### src/rtl/itm_pkg.sv
// package: register offsets, field positions and reset values of the io trap monitor
package itm_pkg;
  // ----------------------------------------------------------------
  // register byte offsets in configuration space
  // ----------------------------------------------------------------
  localparam logic [7:0] SUSPEND_MONITOR_PORT = 8'hd8;
  localparam logic [7:0] SUSPEND_MONITOR_MASK = 8'hda;
  localparam logic [7:0] SUSPEND_MONITOR_COMPARE = 8'hdc;
  localparam logic [7:0] SUSPEND_MONITOR_CONTROL = 8'hde;
  localparam logic [7:0] QUICKSTART_MONITOR_PORT = 8'he0;
  localparam logic [7:0] QUICKSTART_MONITOR_MASK = 8'he2;
  localparam logic [7:0] QUICKSTART_MONITOR_COMPARE = 8'he4;
  localparam logic [7:0] QUICKSTART_MONITOR_CONTROL = 8'he6;
  // ----------------------------------------------------------------
  // control fields and reset values
  // ----------------------------------------------------------------
  localparam int WATCH_READS_BIT = 0;
  localparam int WATCH_WRITES_BIT = 1;
  localparam logic [15:0] WORD_RESET = 16'h0000;
  localparam logic [1:0] CONTROL_RESET = 2'h0;
endpackage : itm_pkg

### src/rtl/itm_watch.sv
// one port watcher: address hit, masked compare and arm-until-stop-clock latch
module itm_watch
(
  // clock and reset
  input wire logic sys_clk,
  input wire logic rstn,
  input wire logic clk_en,
  // settings
  input wire logic [15:0] port_addr,
  input wire logic [15:0] mask,
  input wire logic [15:0] compare,
  input wire logic [1:0] control,
  // io cycle
  input wire logic io_valid,
  input wire logic io_write,
  input wire logic [15:0] io_addr,
  input wire logic [15:0] io_data,
  input wire logic stop_rise,
  // result
  output logic armed_reg,
  output logic enter_reg
);
  import itm_pkg::*;

  logic hit;
  logic match;
  logic armed_next;

  // only the two low control bits are looked at
  assign hit = io_valid && (io_addr == port_addr) &&
    (io_write ? control[WATCH_WRITES_BIT] : control[WATCH_READS_BIT]);
  assign match = hit && ((io_data & mask) == compare);
  // stop clock consumes the arm; a match in the same cycle re-arms for the next one
  assign armed_next = match ? 1'b1 : (stop_rise ? 1'b0 : armed_reg);

  always_ff @(posedge sys_clk or negedge rstn)
  begin
    if (!rstn)
    begin
      armed_reg <= 1'b0;
    end
    else if (clk_en)
    begin
      armed_reg <= armed_next;
    end
  end

  always_ff @(posedge sys_clk or negedge rstn)
  begin
    if (!rstn)
    begin
      enter_reg <= 1'b0;
    end
    else if (clk_en)
    begin
      enter_reg <= stop_rise && armed_reg;
    end
  end

  AST_NO_ARM_DISABLED: assert property (@(posedge sys_clk) disable iff (!rstn)
    clk_en && control == 2'h0 && !armed_reg |=> !armed_reg)
    else $error("watcher armed with both enables clear");
  AST_MATCH_ARMS: assert property (@(posedge sys_clk) disable iff (!rstn)
    clk_en && match |=> armed_reg)
    else $error("match did not arm");
  AST_ENTER_NEEDS_ARM: assert property (@(posedge sys_clk) disable iff (!rstn)
    enter_reg |-> $past(armed_reg) && $past(stop_rise))
    else $error("entered without arm and stop clock");
endmodule : itm_watch

### src/rtl/itm_top.sv
// io trap power state monitor: config registers, io cycle trap, suspend/quick-start arming
// ----------------------------------------------------------------
// Summary of operation
// - a 16-bit port address is held and compared against each io cycle for power-on suspend.
// - data of a hit on the suspend port is ANDed with the suspend mask before comparing.
// - masked data equal to the suspend compare value arms suspend, entered at next stop clock.
// - control bit 1 makes io writes to the suspend port candidates, else writes are ignored.
// - control bit 0 makes io reads from the suspend port candidates, else reads are ignored.
// - only control bits 1:0 exist; bits 7:2 are reserved, read zero and do nothing.
// - a separate 16-bit port address is watched for quick-start requests.
// - quick-start data is masked, compared, and on equality armed for the next stop clock.
// - quick-start control bit 1 watches writes and bit 0 watches reads, bits 7:2 reserved.
// ----------------------------------------------------------------
module itm_top
(
  // clock and reset
  input wire logic sys_clk,
  input wire logic rstn,
  input wire logic clk_en,
  // configuration access, 16-bit word per aligned even offset
  input wire logic cfg_wr,
  input wire logic cfg_rd,
  input wire logic [7:0] cfg_addr,
  input wire logic [1:0] cfg_be,
  input wire logic [15:0] cfg_wdata,
  output logic [15:0] cfg_rdata_reg,
  // processor io cycles
  input wire logic io_valid,
  input wire logic io_write,
  input wire logic [15:0] io_addr,
  input wire logic [15:0] io_data,
  // stop clock request, active high
  input wire logic stop_clock_request,
  // state outputs
  output logic suspend_pending_reg,
  output logic quickstart_pending_reg,
  output logic enter_suspend_reg,
  output logic enter_quickstart_reg
);
  import itm_pkg::*;

  // ----------------------------------------------------------------
  // configuration registers
  // ----------------------------------------------------------------
  logic [15:0] suspend_port_field;
  logic [15:0] suspend_mask_field;
  logic [15:0] suspend_compare_field;
  logic [1:0] suspend_monitor_control;
  logic [15:0] quickstart_port_field;
  logic [15:0] quickstart_mask_field;
  logic [15:0] quickstart_compare_field;
  logic [1:0] quickstart_monitor_control;
  logic stop_prev_reg;
  logic stop_rise;
  logic sus_arm;
  logic qs_arm;
  logic sus_enter;
  logic qs_enter;

  function automatic logic [15:0] merge(input logic [15:0] old, input logic [15:0] wd,
                                        input logic [1:0] be);
    merge = {be[1] ? wd[15:8] : old[15:8], be[0] ? wd[7:0] : old[7:0]};
  endfunction : merge

  always_ff @(posedge sys_clk or negedge rstn)
  begin
    if (!rstn)
    begin
      suspend_port_field <= WORD_RESET;
      suspend_mask_field <= WORD_RESET;
      suspend_compare_field <= WORD_RESET;
      suspend_monitor_control <= CONTROL_RESET;
      quickstart_port_field <= WORD_RESET;
      quickstart_mask_field <= WORD_RESET;
      quickstart_compare_field <= WORD_RESET;
      quickstart_monitor_control <= CONTROL_RESET;
    end
    else if (clk_en && cfg_wr)
    begin
      unique case (cfg_addr)
        SUSPEND_MONITOR_PORT:
          suspend_port_field <= merge(suspend_port_field, cfg_wdata, cfg_be);
        SUSPEND_MONITOR_MASK:
          suspend_mask_field <= merge(suspend_mask_field, cfg_wdata, cfg_be);
        SUSPEND_MONITOR_COMPARE:
          suspend_compare_field <= merge(suspend_compare_field, cfg_wdata, cfg_be);
        SUSPEND_MONITOR_CONTROL:
          if (cfg_be[0])
          begin
            suspend_monitor_control <= cfg_wdata[1:0];
          end
        QUICKSTART_MONITOR_PORT:
          quickstart_port_field <= merge(quickstart_port_field, cfg_wdata, cfg_be);
        QUICKSTART_MONITOR_MASK:
          quickstart_mask_field <= merge(quickstart_mask_field, cfg_wdata, cfg_be);
        QUICKSTART_MONITOR_COMPARE:
          quickstart_compare_field <= merge(quickstart_compare_field, cfg_wdata, cfg_be);
        QUICKSTART_MONITOR_CONTROL:
          if (cfg_be[0])
          begin
            quickstart_monitor_control <= cfg_wdata[1:0];
          end
        default:
          ; // unmapped writes are dropped
      endcase
    end
  end

  // read data registered; unmapped offsets and reserved bits read zero
  always_ff @(posedge sys_clk or negedge rstn)
  begin
    if (!rstn)
    begin
      cfg_rdata_reg <= WORD_RESET;
    end
    else if (clk_en && cfg_rd)
    begin
      unique case (cfg_addr)
        SUSPEND_MONITOR_PORT: cfg_rdata_reg <= suspend_port_field;
        SUSPEND_MONITOR_MASK: cfg_rdata_reg <= suspend_mask_field;
        SUSPEND_MONITOR_COMPARE: cfg_rdata_reg <= suspend_compare_field;
        SUSPEND_MONITOR_CONTROL: cfg_rdata_reg <= {14'h0000, suspend_monitor_control};
        QUICKSTART_MONITOR_PORT: cfg_rdata_reg <= quickstart_port_field;
        QUICKSTART_MONITOR_MASK: cfg_rdata_reg <= quickstart_mask_field;
        QUICKSTART_MONITOR_COMPARE: cfg_rdata_reg <= quickstart_compare_field;
        QUICKSTART_MONITOR_CONTROL: cfg_rdata_reg <= {14'h0000, quickstart_monitor_control};
        default: cfg_rdata_reg <= WORD_RESET;
      endcase
    end
  end

  // ----------------------------------------------------------------
  // stop clock edge
  // ----------------------------------------------------------------
  // only the assertion edge counts, a held request does not re-enter
  always_ff @(posedge sys_clk or negedge rstn)
  begin
    if (!rstn)
    begin
      stop_prev_reg <= 1'b0;
    end
    else if (clk_en)
    begin
      stop_prev_reg <= stop_clock_request;
    end
  end
  assign stop_rise = stop_clock_request && !stop_prev_reg;

  // ----------------------------------------------------------------
  // the two watchers
  // ----------------------------------------------------------------
  itm_watch u_suspend (
    .sys_clk(sys_clk),
    .rstn(rstn),
    .clk_en(clk_en),
    .port_addr(suspend_port_field),
    .mask(suspend_mask_field),
    .compare(suspend_compare_field),
    .control(suspend_monitor_control),
    .io_valid(io_valid),
    .io_write(io_write),
    .io_addr(io_addr),
    .io_data(io_data),
    .stop_rise(stop_rise),
    .armed_reg(sus_arm),
    .enter_reg(sus_enter)
  );

  itm_watch u_quickstart (
    .sys_clk(sys_clk),
    .rstn(rstn),
    .clk_en(clk_en),
    .port_addr(quickstart_port_field),
    .mask(quickstart_mask_field),
    .compare(quickstart_compare_field),
    .control(quickstart_monitor_control),
    .io_valid(io_valid),
    .io_write(io_write),
    .io_addr(io_addr),
    .io_data(io_data),
    .stop_rise(stop_rise),
    .armed_reg(qs_arm),
    .enter_reg(qs_enter)
  );

  // outputs from flip-flops; watcher outputs are already registered
  assign suspend_pending_reg = sus_arm;
  assign quickstart_pending_reg = qs_arm;
  assign enter_suspend_reg = sus_enter;
  assign enter_quickstart_reg = qs_enter;

  // ----------------------------------------------------------------
  // checks
  // ----------------------------------------------------------------
  AST_SUSPEND_MATCH: assert property (@(posedge sys_clk) disable iff (!rstn)
    clk_en && io_valid && !io_write && suspend_monitor_control[0] &&
    io_addr == suspend_port_field &&
    (io_data & suspend_mask_field) == suspend_compare_field |=> suspend_pending_reg)
    else $error("suspend read match not armed");
  AST_SUSPEND_WR_OFF: assert property (@(posedge sys_clk) disable iff (!rstn)
    clk_en && suspend_monitor_control == 2'h1 && io_write && !suspend_pending_reg
    |=> !suspend_pending_reg)
    else $error("suspend armed by write with writes disabled");
  AST_QS_RD_OFF: assert property (@(posedge sys_clk) disable iff (!rstn)
    clk_en && quickstart_monitor_control == 2'h2 && !io_write && !quickstart_pending_reg
    |=> !quickstart_pending_reg)
    else $error("quickstart armed by read with reads disabled");
  AST_QS_HOLD: assert property (@(posedge sys_clk) disable iff (!rstn)
    clk_en && quickstart_pending_reg && !stop_rise |=> quickstart_pending_reg)
    else $error("quickstart arm dropped without stop clock");
  AST_SUS_ENTER: assert property (@(posedge sys_clk) disable iff (!rstn)
    clk_en && suspend_pending_reg && stop_rise |=> enter_suspend_reg)
    else $error("suspend not entered at stop clock");
  AST_CTL_RSVD: assert property (@(posedge sys_clk) disable iff (!rstn)
    cfg_rd && clk_en && cfg_addr == SUSPEND_MONITOR_CONTROL |=> cfg_rdata_reg[15:2] == 14'h0)
    else $error("reserved control bits read nonzero");
  AST_QS_ENTER: assert property (@(posedge sys_clk) disable iff (!rstn)
    clk_en && quickstart_pending_reg && stop_rise |=> enter_quickstart_reg)
    else $error("quickstart not entered at stop clock");

  COV_SUSPEND: cover property (@(posedge sys_clk) disable iff (!rstn) enter_suspend_reg);
  COV_QS: cover property (@(posedge sys_clk) disable iff (!rstn) enter_quickstart_reg);
  COV_BOTH: cover property (@(posedge sys_clk) disable iff (!rstn)
    suspend_pending_reg && quickstart_pending_reg);
endmodule : itm_top

### config.mk
export PLATFORM = sky130hd
export DESIGN_NAME = itm_top
export DESIGN_NICKNAME = d
export VERILOG_FILES = /design/src/rtl/itm_pkg.sv /design/src/rtl/itm_watch.sv /design/src/rtl/itm_top.sv
export SDC_FILE = /design/constraint.sdc
export NUM_CORES = 1
export LEC_CHECK = 0
export ABC_CLOCK_PERIOD_IN_PS = 1440
export BUFFER_PORTS_ARGS = -buffer_cell sky130_fd_sc_hd__clkbuf_2
export CAP_MARGIN = 25
export CORE_MARGIN = 2
export CORE_UTILIZATION = 50
export CTS_BUF_LIST = sky130_fd_sc_hd__clkbuf_8
export CTS_CLUSTER_SIZE = 20
export DETAILED_ROUTE_END_ITERATION = 6
export PLACE_DENSITY = 0.83
export SLEW_MARGIN = 20
export SYNTH_ARGS = -nofsm -noshare
export SYNTH_HDL_FRONTEND = slang
export SYNTH_HIERARCHICAL = 1
export SYNTH_SLANG_ARGS = --single-unit
### constraint.sdc
create_clock -name sys_clk -period 1.44 [get_ports sys_clk]
set_clock_uncertainty 0.1 [all_clocks]
set_input_delay 0.144 -clock sys_clk [delete_from_list [all_inputs] [get_ports sys_clk]]
set_output_delay 0.144 -clock sys_clk [all_outputs]
set_load 0.005 [all_outputs]
After elaboration in Yosys (flattened, before gate mapping)
Cells that the tools add are included.
Word-level totals
  flip-flop bits (word level): 121
  input port bits: 66
  output and inout bits: 20
  logic and storage cells: 70
Cells by class
  eq/ne operators: 12
  mux-type cells: 6
  bitwise logic cells: 2
  reduce and logical (&&, ||, !) cells: 30
Operators with widths (count)
  case mux 16 bit (8 select lines): 1
  == test 16 bit: 4
  == test 8 bit, second input constant: 8
  AND reduction 3 bit: 14
  AND 16 bit: 2
  logical AND 1 bit: 11
  2-to-1 mux 1 bit: 5
  AND reduction 2 bit: 2
  nonzero test 2 bit: 2
  logical NOT 1 bit: 1

Longest topological paths before layout
Gate-level depths: netlist (run 1).
  word-level depth: 6
  gate-level depth with buffers: 8
  gate-level depth less buffers: 5

Cells and area by module
The synthesis (run 1) kept the hierarchy.
Modules (own cells, without submodules)
  itm_top: times used 1, cells an instance 390, area an instance 5336.4 µm², sequential area each 2927.8 µm²
  itm_watch: times used 2, cells an instance 68, area an instance 498.0 µm², sequential area each 50.0 µm²

Worst setup path before layout (run 1)
No wires, ideal clock.
  path type: input-to-reg
  from: in cfg_addr[1]
  to: reg quickstart_compare_field[10]
  library setup time: 0.125 ns
  data arrival time: 1.546 ns
  data required time: 1.215 ns
  setup slack: -0.331 ns
  stages: 7
  buffers on the path: 3
  cell sequence: buf_4 > and4bb_1 > buf_4 > nand2_1 > or3_1 > buf_4 > mux2_4
Between the ends
  word-level cells in the longest chain between the ends: 2
RTL lines
  start: declaration: RTL line itm_top.sv:23  | input wire logic [7:0] cfg_addr,
  == test 8 bit: RTL line itm_top.sv:80  | unique case (cfg_addr)
  AND reduction 3 bit (no source line)
  end signal: assignment: RTL line itm_top.sv:97  | quickstart_compare_field <= merge(quickstart_compare_field, cfg_wdata, cfg_be);
  end: declaration: RTL line itm_top.sv:51  | logic [15:0] quickstart_compare_field;
No other way between the ends.
A chain may end at the register's enable or synchronous reset.

Worst setup path after layout (run 1)
  from: reg quickstart_port_field[8]
  to: reg u_quickstart.armed_reg
Between the ends
  word-level cells in the longest chain between the ends: 6
  elaborated cells on any way between the ends: 7
  those cells by class: 1 x eq/ne; 1 x mux; 5 x reduce/logical
RTL lines
  start: declaration: RTL line itm_top.sv:49  | logic [15:0] quickstart_port_field;
  start signal: assignment: RTL line itm_top.sv:93  | quickstart_port_field <= merge(quickstart_port_field, cfg_wdata, cfg_be);
  == test 16 bit *: RTL line itm_watch.sv:30  | assign hit = io_valid && (io_addr == port_addr) &&
  logical AND 1 bit * (2 in a row): RTL line itm_watch.sv:30
  logical AND 1 bit *: RTL line itm_watch.sv:32  | assign match = hit && ((io_data & mask) == compare);
  nonzero test 2 bit (no source line)
  AND reduction 2 bit (no source line)
  end signal: assignment: RTL line itm_watch.sv:44  | armed_reg <= armed_next;
  end: declaration: RTL line itm_watch.sv:20  | output logic armed_reg,
Mark *: on every way between the ends. The rest lies on a longest branch, timed or not.

==> results.md, run 1 <==
- Status: finished, violations left
- Failing checks: setup timing
- Core Footprint: 12500 um2
- Type of origin of the critical path: register
- # rows: 41
- RSZ-0062 raised after global routing: yes
- Leakage: 4.28 nW
- Grt ovf: 0
- Clk sinks: 121
- Fmax: 0.578 GHz
- Post-Route Setup TNS: -0.642 ns
- Share of layout cells above drive strength 1: 47.1%
- Final setup margin: -0.291 ns
- Kind of critical path: reg -> reg
- VDD IR-drop max: 0.831 mV
- Worst Hold End: stop_prev_reg$_DFFE_PN0P_
- Seq/Total Area, Yosys: 47.8%
- Worst hold start: clk_en
- R2r endpoint: u_quickstart/armed_reg$_DFFE_PN0P_
- Fin area: 8720 um2
- Compound-Gate Fraction of Synth Area: 11.1%
- Hold path cells: 2
- H-Tree Depth: 4
- Worst-path clk slew: 0.07 ns
- Syn Inst Count: 526
- DRT Pass-1 Iters: 5
- Tcrit/Tclk final: 120%
- DR DRC count: 0
- Hold Slack: 0.0326 ns
- Final GP Congestion: 0.902
- Initial DRC count: 496
- Number of synthesis warnings: 6
- Crit Path Max Fanout: 2
- Via count: 5433
- Total GRT Usage: 31.3%
- Buf/Inv on CP: 2
- Post-synthesis xor/xnor area fraction: 8.85%
- FF-to-FF setup slack: -0.29 ns
- Detailed-route wire length: 20300 um
- Core Util, Final: 70.0%
- Dpl hpwl: 14500 um
- TritonCTS Buffers: 17
- Number of global-route vias before repair: 5770
- Largest delay contributor family on the critical path: simple AND/OR/NAND/NOR gates
- Slew headroom: 70.0%
- Post-Syn Area: 6330 um2
- Max Root-Sink Buffers: 2
- Async set or reset register ratio after synthesis: 100%
- Slew @ Worst Pin: 0.451 ns
- Placed Area: 8010 um2
- Ys flop type: dfrtp_1
- Synth Register Bits: 121
- # setup viols final: 4
- Post-Synth Adder-Cell Area: 0%
- Crit-path max cell delay: 0.40 ns
- Worst hold path class: in -> reg
- Largest family of logic cells by synthesized area: multiplexers
- # IOs: 86
- Die X: 117 um
- Min Tclk post-route: 1.73 ns
- NumNets Final: 801
- CP Capture Type: register
- Crit path cell chain: xor2_1 > nor4_2 > buf_4 > nand3_2 > nor4_2 > buf_4 > a22o_1
- Root Buffer: clkbuf_8
- Post CTS Setup Buffer Count: 0
- Number of hold violations in the final report: 0
- Worst-Skew Late Latency: 0.45 ns
- Synth cell types: 37
- CP arrival: 2.01 ns
- Number of synthesized flops with an enable pin: 0
- Syn nets: 592
- CP required: 1.72 ns
- Port Buf Inserts: 85
- Worst reg2reg path depth: 7
- Setup slack at placement: -0.361 ns
- Die area: 13600 um2
- Mux cell area share after synthesis: 20.6%
- Largest net degree at the start of global routing: 32
- Initial Util: 50.8%
- Syn Area/Cell: 12.0 um2
- Post-synthesis simple-gate area fraction: 9.74%
- Critical R2R Launch: quickstart_port_field[8]$_DFFE_PN0P_
- Power per cell area: 895 nW/um2
- WL/cell: 22.0 um
- Pins Over Slew Limit: 0
- Antenna cells: 0
- First-pass GRT wire length: 31500 um
- Layout area overhead: 37.7%
- Avg Vias per Cell: 5.91
- TritonCTS clock tree: built
- Antenna violations before repair: 0
- DIE HEIGHT: 117 um
- ANT nets after route: 0
- Critical path's slowest cell: dfrtp_1
- MaxCap Viol Count: 0
worst max-delay path by stage:
stage | from | slack, ns | cells past startpoint | end
after floorplan | cfg_addr[1] | -0.27 | 7 | suspend_compare_field[10]$_DFFE_PN0P_
after global placement | quickstart_port_field[12]$_DFFE_PN0P_ | -0.31 | 7 | u_quickstart/armed_reg$_DFFE_PN0P_
after detailed placement | quickstart_port_field[12]$_DFFE_PN0P_ | -0.36 | 7 | u_quickstart/armed_reg$_DFFE_PN0P_
after CTS | quickstart_port_field[8]$_DFFE_PN0P_ | -0.30 | 7 | u_quickstart/armed_reg$_DFFE_PN0P_
after global routing | quickstart_port_field[8]$_DFFE_PN0P_ | -0.31 | 7 | u_quickstart/armed_reg$_DFFE_PN0P_
final | quickstart_port_field[8]$_DFFE_PN0P_ | -0.29 | 7 | u_quickstart/armed_reg$_DFFE_PN0P_
layout by cell type, fill, tap and decap left out, types with 3 or more instances in the layout:
cell type,instances
nand3_1,8
buf_4,95
nor2_4,5
inv_1,6
nand2_1,41
mux2_4,47
a21oi_1,15
nor4_2,4
a22o_1,44
nand4_1,10
clkbuf_2,84
xor2_1,52
mux4_2,4
nor4_1,4
xnor2_1,10
bufinv_16,4
buf_6,3
nor2_1,17
buf_12,11
mux2_2,54
a211oi_1,13
clkbuf_8,21
dfrtp_1,121
nand3b_1,3
a22oi_1,14
dlygate4sd3_1,20
through the flow:
stage | cells | total power, W
final | 920 | 0.00781
after global routing | 920 | 0.00801
after CTS | 920 | 0.00780
after detailed placement | 868 | 0.00439
after global placement | 868 | 0.00435
after floorplan | 526 | 0.00389
worst reg2reg max path, cell delays in order (launching register included):
cell	delay [ns]
dfrtp_1	0.40
xor2_1	0.15
nor4_2	0.30
buf_4	0.17
nand3_2	0.07
nor4_2	0.19
buf_4	0.17
a22o_1	0.11
cells in the mapped netlist, drive strengths merged (3+ instances only):
cell | number | area, um2
o21ai | 4 | 20.0
mux2 | 101 | 1200
clkbuf | 14 | 52.6
a22oi | 16 | 120
a21oi | 15 | 75.1
buf | 9 | 53.8
dfrtp | 121 | 3030
nor2 | 23 | 101
xnor2 | 10 | 87.6
nand3b | 3 | 22.5
nor3 | 4 | 30.0
a22o | 44 | 385
nand3 | 11 | 65.1
nand4 | 10 | 62.6
mux4 | 4 | 90.1
nor4 | 8 | 50.1
a211oi | 14 | 105
nand2 | 43 | 161
xor2 | 54 | 473
power by group:
| group | internal [W] | switching [W] |
|---|---|---|
| Combinational | 0.000385 | 0.000469 |
| Clock | 0.00204 | 0.00137 |
| Sequential | 0.00348 | 0.0000661 |
logic make-up after synthesis:
| logic type | Yosys count |
|---|---|
| AOI/OAI and AO/OA | 93 |
| xor gates and xnor gates | 64 |
| buffers and inverters | 25 |
| DFF | 121 |
| muxes | 107 |
| and+or+nand+nor | 116 |
routing by layer:
metal | wire (um) | track usage [%] | up-vias
met5 | 0 | 0 | -
met4 | 748 | 14.9 | 0
met3 | 1650 | 5.71 | 63
met2 | 9970 | 51.6 | 309
met1 | 7920 | 40.4 | 2703
li1 | - | - | 2358
cell type report:
type / count / area (um2)
fillers: 822 / 3740
multi-input cells: 380 / 3440
inverters: 2 / 7.51
repair buffers: 213 / 1590
flip-flops and latches: 121 / 3030
well taps: 172 / 215
clock buffers: 21 / 289
clock inverters: 11 / 153
what timing repair did:
action / in CTS / in global routing
hold buffers: 20 / 0
pin swaps: 5 / 4
gates resized for setup: 11 / 4
endpoints found under the setup margin: 5 / 6
hold endpoints to repair: 223 / 0
(Power assumes the default switching activity.)
==> run 2, diff against run 1 <==
- PLACE_DENSITY: 0.83 -> 0.74
- REMOVE_ABC_BUFFERS: not set -> 1
==> run 2 against run 1 <==
The run still ends with setup timing left. Global-route usage down 2.0 points. First-iteration DRC count down 36%. Routed wire length down 6.5%. Final cell count down 0.87%. Total power up 3.9%. Sequential cell count unchanged. Critical path depth down 2. Die area unchanged. Hold slack worse by 0.012 ns. Via count down 3.1%. Critical path type unchanged. Largest cell class unchanged.
==> results.md, run 2 (same netlist as run 1, synthesis figures left out) <==
- Clk sinks: 121
- Cell depth of the worst setup path: 5
- Layout area overhead: 34.4%
- Share of layout cells above drive strength 1: 47.2%
- Power per cell area: 953 nW/um2
- Crit path cell chain: xor2_1 > nor4_2 > nand3_2 > nor4_2 > a22o_1
- Type of origin of the critical path: register
- Die X: 117 um
- Fmax: 0.631 GHz
- Tcrit/Tclk final: 110%
- Number of hold violations in the final report: 0
- First-pass GRT wire length: 29200 um
- Detailed-route wire length: 19000 um
- CP Capture Type: register
- Dpl hpwl: 13600 um
- Core Footprint: 12500 um2
- # setup viols final: 4
- TritonCTS Buffers: 17
- VDD IR-drop max: 0.769 mV
- Via count: 5266
- CP arrival: 1.88 ns
- Kind of critical path: reg -> reg
- # IOs: 86
- Avg Vias per Cell: 5.77
- RSZ-0062 raised after global routing: yes
- Worst-path clk slew: 0.07 ns
- DIE HEIGHT: 117 um
- WL/cell: 20.8 um
- ANT nets after route: 0
- Worst hold path class: in -> reg
- NumNets Final: 793
- Critical path's slowest cell: nor4_2
- MaxCap Viol Count: 0
- TritonCTS clock tree: built
- Timing endpoint of the critical path: u_suspend/armed_reg$_DFFE_PN0P_
- CP required: 1.73 ns
- H-Tree Depth: 4
- Die area: 13600 um2
- Crit-path max cell delay: 0.42 ns
- Max Root-Sink Buffers: 2
- FF-to-FF setup slack: -0.14 ns
- Critical R2R Launch: suspend_port_field[8]$_DFFE_PN0P_
- DRT Pass-1 Iters: 5
- Status: finished, violations left
- Slew @ Worst Pin: 0.594 ns
- Grt ovf: 0
- Most used cell, CP: nor4_2
- Setup crit start: suspend_port_field[8]$_DFFE_PN0P_
- Pins Over Slew Limit: 0
- DR DRC count: 0
- Buf/Inv on CP: 0
- Hold Slack: 0.0208 ns
- Commonest non-fill, non-tap cells in the layout: dfrtp_1, buf_4, mux2_2
- Final GP Congestion: 0.929
- R2r endpoint: u_suspend/armed_reg$_DFFE_PN0P_
- Slew headroom: 60.4%
- Antenna violations before repair: 0
- Number of global-route vias before repair: 5488
- Root Buffer: clkbuf_8
- Largest net degree at the start of global routing: 78
- # rows: 41
- Crit Path Max Fanout: 2
- Min Tclk post-route: 1.58 ns
- Initial Util: 50.8%
- Failing checks: setup timing
- Setup slack at placement: -0.419 ns
- Worst-Skew Late Latency: 0.46 ns
- Worst reg2reg path depth: 5
- Port Buf Inserts: 85
- Largest delay contributor family on the critical path: simple AND/OR/NAND/NOR gates
- Initial DRC count: 315
- Leakage: 4.18 nW
- Commonest non-fill, non-tap cell in the layout: dfrtp_1
- Total GRT Usage: 29.3%
- Final setup margin: -0.144 ns
- Antenna cells: 0
==> run 2: power breakdown <==
part           total (W)  internal [W]  switching (W)
logic           0.000811      0.000365       0.000446
registers        0.00354       0.00348      0.0000589
clock network    0.00377       0.00237        0.00140
total            0.00812       0.00621        0.00190
==> run 2: per-stage QoR <==
step                setup TNS (ns)  power, W  utilization, %  instances  area [um2]
floorplan                   -51.38   0.00384               -        503        6230
global placement            -29.00   0.00433            62.0        859        7720
detailed placement          -32.99   0.00435            62.0        859        7720
CTS                         -0.397   0.00815            68.0        910        8470
global route                -0.580   0.00839            68.3        912        8510
finish                      -0.376   0.00812            68.3        912        8510
==> run 2: worst min-delay path by stage <==
stage / depth (start not counted) / startpoint / slack [ns] / end
6_report: 4 / io_valid / 0.02 / u_quickstart/armed_reg$_DFFE_PN0P_
5_1_grt: 4 / io_valid / 0.05 / u_quickstart/armed_reg$_DFFE_PN0P_
4_1_cts: 4 / io_valid / 0.01 / u_quickstart/armed_reg$_DFFE_PN0P_
3_5_place_dp: 2 / rstn / 0.10 / quickstart_mask_field[7]$_DFFE_PN0P_
3_3_place_gp: 2 / rstn / 0.1 / quickstart_mask_field[7]$_DFFE_PN0P_
2_1_floorplan: 0 / rstn / -0.25 / cfg_rdata_reg[0]$_DFFE_PN0P_
==> run 2: what timing repair did <==
item,4_1_cts,5_1_grt
pin swaps,14,6
setup endpoints to repair,4,4
gates resized for setup,14,5
buffers inserted,1,3
hold buffers,18,0
hold endpoints to repair,222,0
==> run 2: area by class of cell <==
| class | instances | area (um2) |
|---|---|---|
| Inverter | 2 | 7.51 |
| Clock buffer | 20 | 275 |
| Clock inverter | 12 | 220 |
| Sequential cell | 121 | 3030 |
| Multi-Input combinational cell | 380 | 3280 |
| Tap cell | 172 | 215 |
| Timing Repair Buffer | 205 | 1490 |
| Fill cell | 916 | 3950 |
==> run 2: layer usage <==
metal	wire (um)	track usage [%]
met5	0	0
met4	301	10.7
met3	1380	8.20
met2	9650	49.8
met1	7620	36.0
==> run 2: worst min-delay path: cells and delay by family <==
kind                   cells  cell delay (ns)
AOI/OAI and AO/OA          1             0.17
and+or+nand+nor            2             0.13
buffers and inverters      1             0.10
==> run 3, diff against run 2 <==
- SETUP_SLACK_MARGIN: not set -> 0.2
==> run 3 against run 2 <==
The run ends with DRC, setup timing left. Worst setup slack worse by 0.13 ns. Total power is 1.2% higher. Final cell count rose by 1.1%. Maximum frequency fell by 7.8%. Routed wire length increased by 5.4%. Via count increased by 1.6%. Die area did not move. Non-clock buffer count rose by 10. Highest routed layer unchanged.
==> results.md, run 3 (same netlist as run 1, synthesis figures left out) <==
- CP required: 1.73 ns
- Status: finished, violations left
- Core Util, Final: 70.9%
- TritonCTS Buffers: 17
- Initial DRC count: 331
- Min Tclk post-route: 1.72 ns
- WL/cell: 21.7 um
- Clk sinks: 121
- Worst hold path class: in -> reg
- DR DRC count: 1
- NumNets Final: 803
- Grt ovf: 0
- Crit Path Max Fanout: 2
- Worst-path clk slew: 0.08 ns
- Final setup margin: -0.279 ns
- Total power: 0.00821 W
- First-pass GRT wire length: 29700 um
- Core Footprint: 12500 um2
- Final GP Congestion: 0.929
- Max Root-Sink Buffers: 2
- Root Buffer: clkbuf_8
- CP arrival: 2.01 ns
- DP Cell Count: 859
- DRT Pass-1 Iters: 7
- Slew headroom: 60.5%
- Fmax: 0.582 GHz
- Worst-Skew Late Latency: 0.47 ns
- Post-route insts no fill: 922
- Total GRT Usage: 30.0%
- CP Capture Type: register
- Port Buf Inserts: 85
- Commonest non-fill, non-tap cells in the layout: dfrtp_1, buf_4, clkbuf_2
- MaxCap Viol Count: 0
- DIE HEIGHT: 117 um
- Kind of critical path: reg -> reg
- # setup viols final: 4
- Layout area overhead: 39.6%
- Leakage: 4.31 nW
- Antenna cells: 0
- Commonest non-fill, non-tap cell in the layout: dfrtp_1
- Via count: 5350
- VDD IR-drop max: 0.786 mV
- # fillers: 838
- Number of hold violations in the final report: 0
- Antenna violations before repair: 0
- RSZ-0062 raised after global routing: yes
- Detailed-route wire length: 20000 um
- Type of origin of the critical path: register
- Power per cell area: 929 nW/um2
- Failing checks: DRC, setup timing
- Largest net degree at the start of global routing: 78
- # rows: 41
- Slew @ Worst Pin: 0.592 ns
- Die area: 13600 um2
- TritonCTS clock tree: built
- Number of global-route vias before repair: 5558
- Dpl hpwl: 13600 um
- H-Tree Depth: 4
- Pins Over Slew Limit: 0
- Die X: 117 um
- # IOs: 86
- Initial Util: 50.8%
- Avg Vias per Cell: 5.80
- Tcrit/Tclk final: 119%
- Share of layout cells above drive strength 1: 50.7%
- ANT nets after route: 0
-- run 3: cell types whose count changed in the layout (fill, tap and decap cells not counted), moves of 3 or more --
cell      before  now
mux2_2        85   79
mux2_4        16   22
a211oi_2       0    4
clkbuf_2      84   81
buf_4         92   89
a22oi_2        2   11
buf_6          3   17
a211oi_1      14   10
a22oi_1       14    5
-- run 3: layout make-up --
class / count / area (um2) / area share (%)
Multi-Input combinational cell: 380 / 3450 / 39.0
Sequential cell: 121 / 3030 / 34.3
Timing Repair Buffer: 215 / 1650 / 18.6
Clock buffer: 20 / 275 / 3.11
Clock inverter: 12 / 220 / 2.49
Tap cell: 172 / 215 / 2.44
Inverter: 2 / 7.51 / 0.0849
-- run 3: metal layers --
layer,vias up,track usage (%),share of wire (%)
met5,-,0,0
met4,0,11.4,2.7
met3,49,7.84,6.0
met2,212,51.0,51
met1,2733,36.7,40
li1,2356,-,-
-- run 3: worst paths after layout --
path / endpoint / slack (ns) / from / cells past startpoint
setup / recovery: u_quickstart/armed_reg$_DFFE_PN0P_ / -0.28 / quickstart_port_field[0]$_DFFE_PN0P_ / 5
hold / removal: u_quickstart/armed_reg$_DFFE_PN0P_ / 0.06 / io_valid / 4
setup reg to reg: u_quickstart/armed_reg$_DFFE_PN0P_ / -0.28 / quickstart_port_field[0]$_DFFE_PN0P_ / 5
hold reg to reg: cfg_rdata_reg[1]$_DFFE_PN0P_ / 0.40 / cfg_rdata_reg[1]$_DFFE_PN0P_ / 2
max in group asynchronous: suspend_port_field[13]$_DFFE_PN0P_ / 0.60 / rstn / 3
min in group asynchronous: quickstart_mask_field[7]$_DFFE_PN0P_ / 0.14 / rstn / 3
-- run 3: metrics by stage --
step / setup TNS, ns / setup slack (ns) / hold slack [ns] / instance area [um2]
floorplan: -51.38 / -0.815 / -0.252 / 6230
global placement: -29.00 / -0.389 / 0.0979 / 7720
detailed placement: -32.99 / -0.419 / 0.103 / 7720
CTS: -0.402 / -0.191 / 0.00956 / 8620
global route: -0.703 / -0.286 / 0.0755 / 8840
finish: -0.587 / -0.279 / 0.0574 / 8840
-- run 3: what timing repair did --
action | CTS | global route
setup buffers | 5 | 8
resized for setup | 43 | 36
pin swaps | 30 | 16
endpoints found under the hold margin | 222 | 0
hold buffers | 18 | 0
endpoints found under the setup margin | 64 | 80
-- run 3: where the power goes --
| part | total (W) | switching [W] | internal (W) |
|---|---|---|---|
| combinational | 0.000879 | 0.000479 | 0.000399 |
| clock | 0.00379 | 0.00143 | 0.00236 |
| sequential | 0.00354 | 0.0000598 | 0.00348 |
| total | 0.00821 | 0.00197 | 0.00624 |
-- run 3: critical path, cell delays in order, from the launching register on --
cell and delay (ns):
dfrtp_1 0.40, xor2_1 0.19, nor4_2 0.46, nand3_2 0.13
nor4_2 0.17, a22o_1 0.19
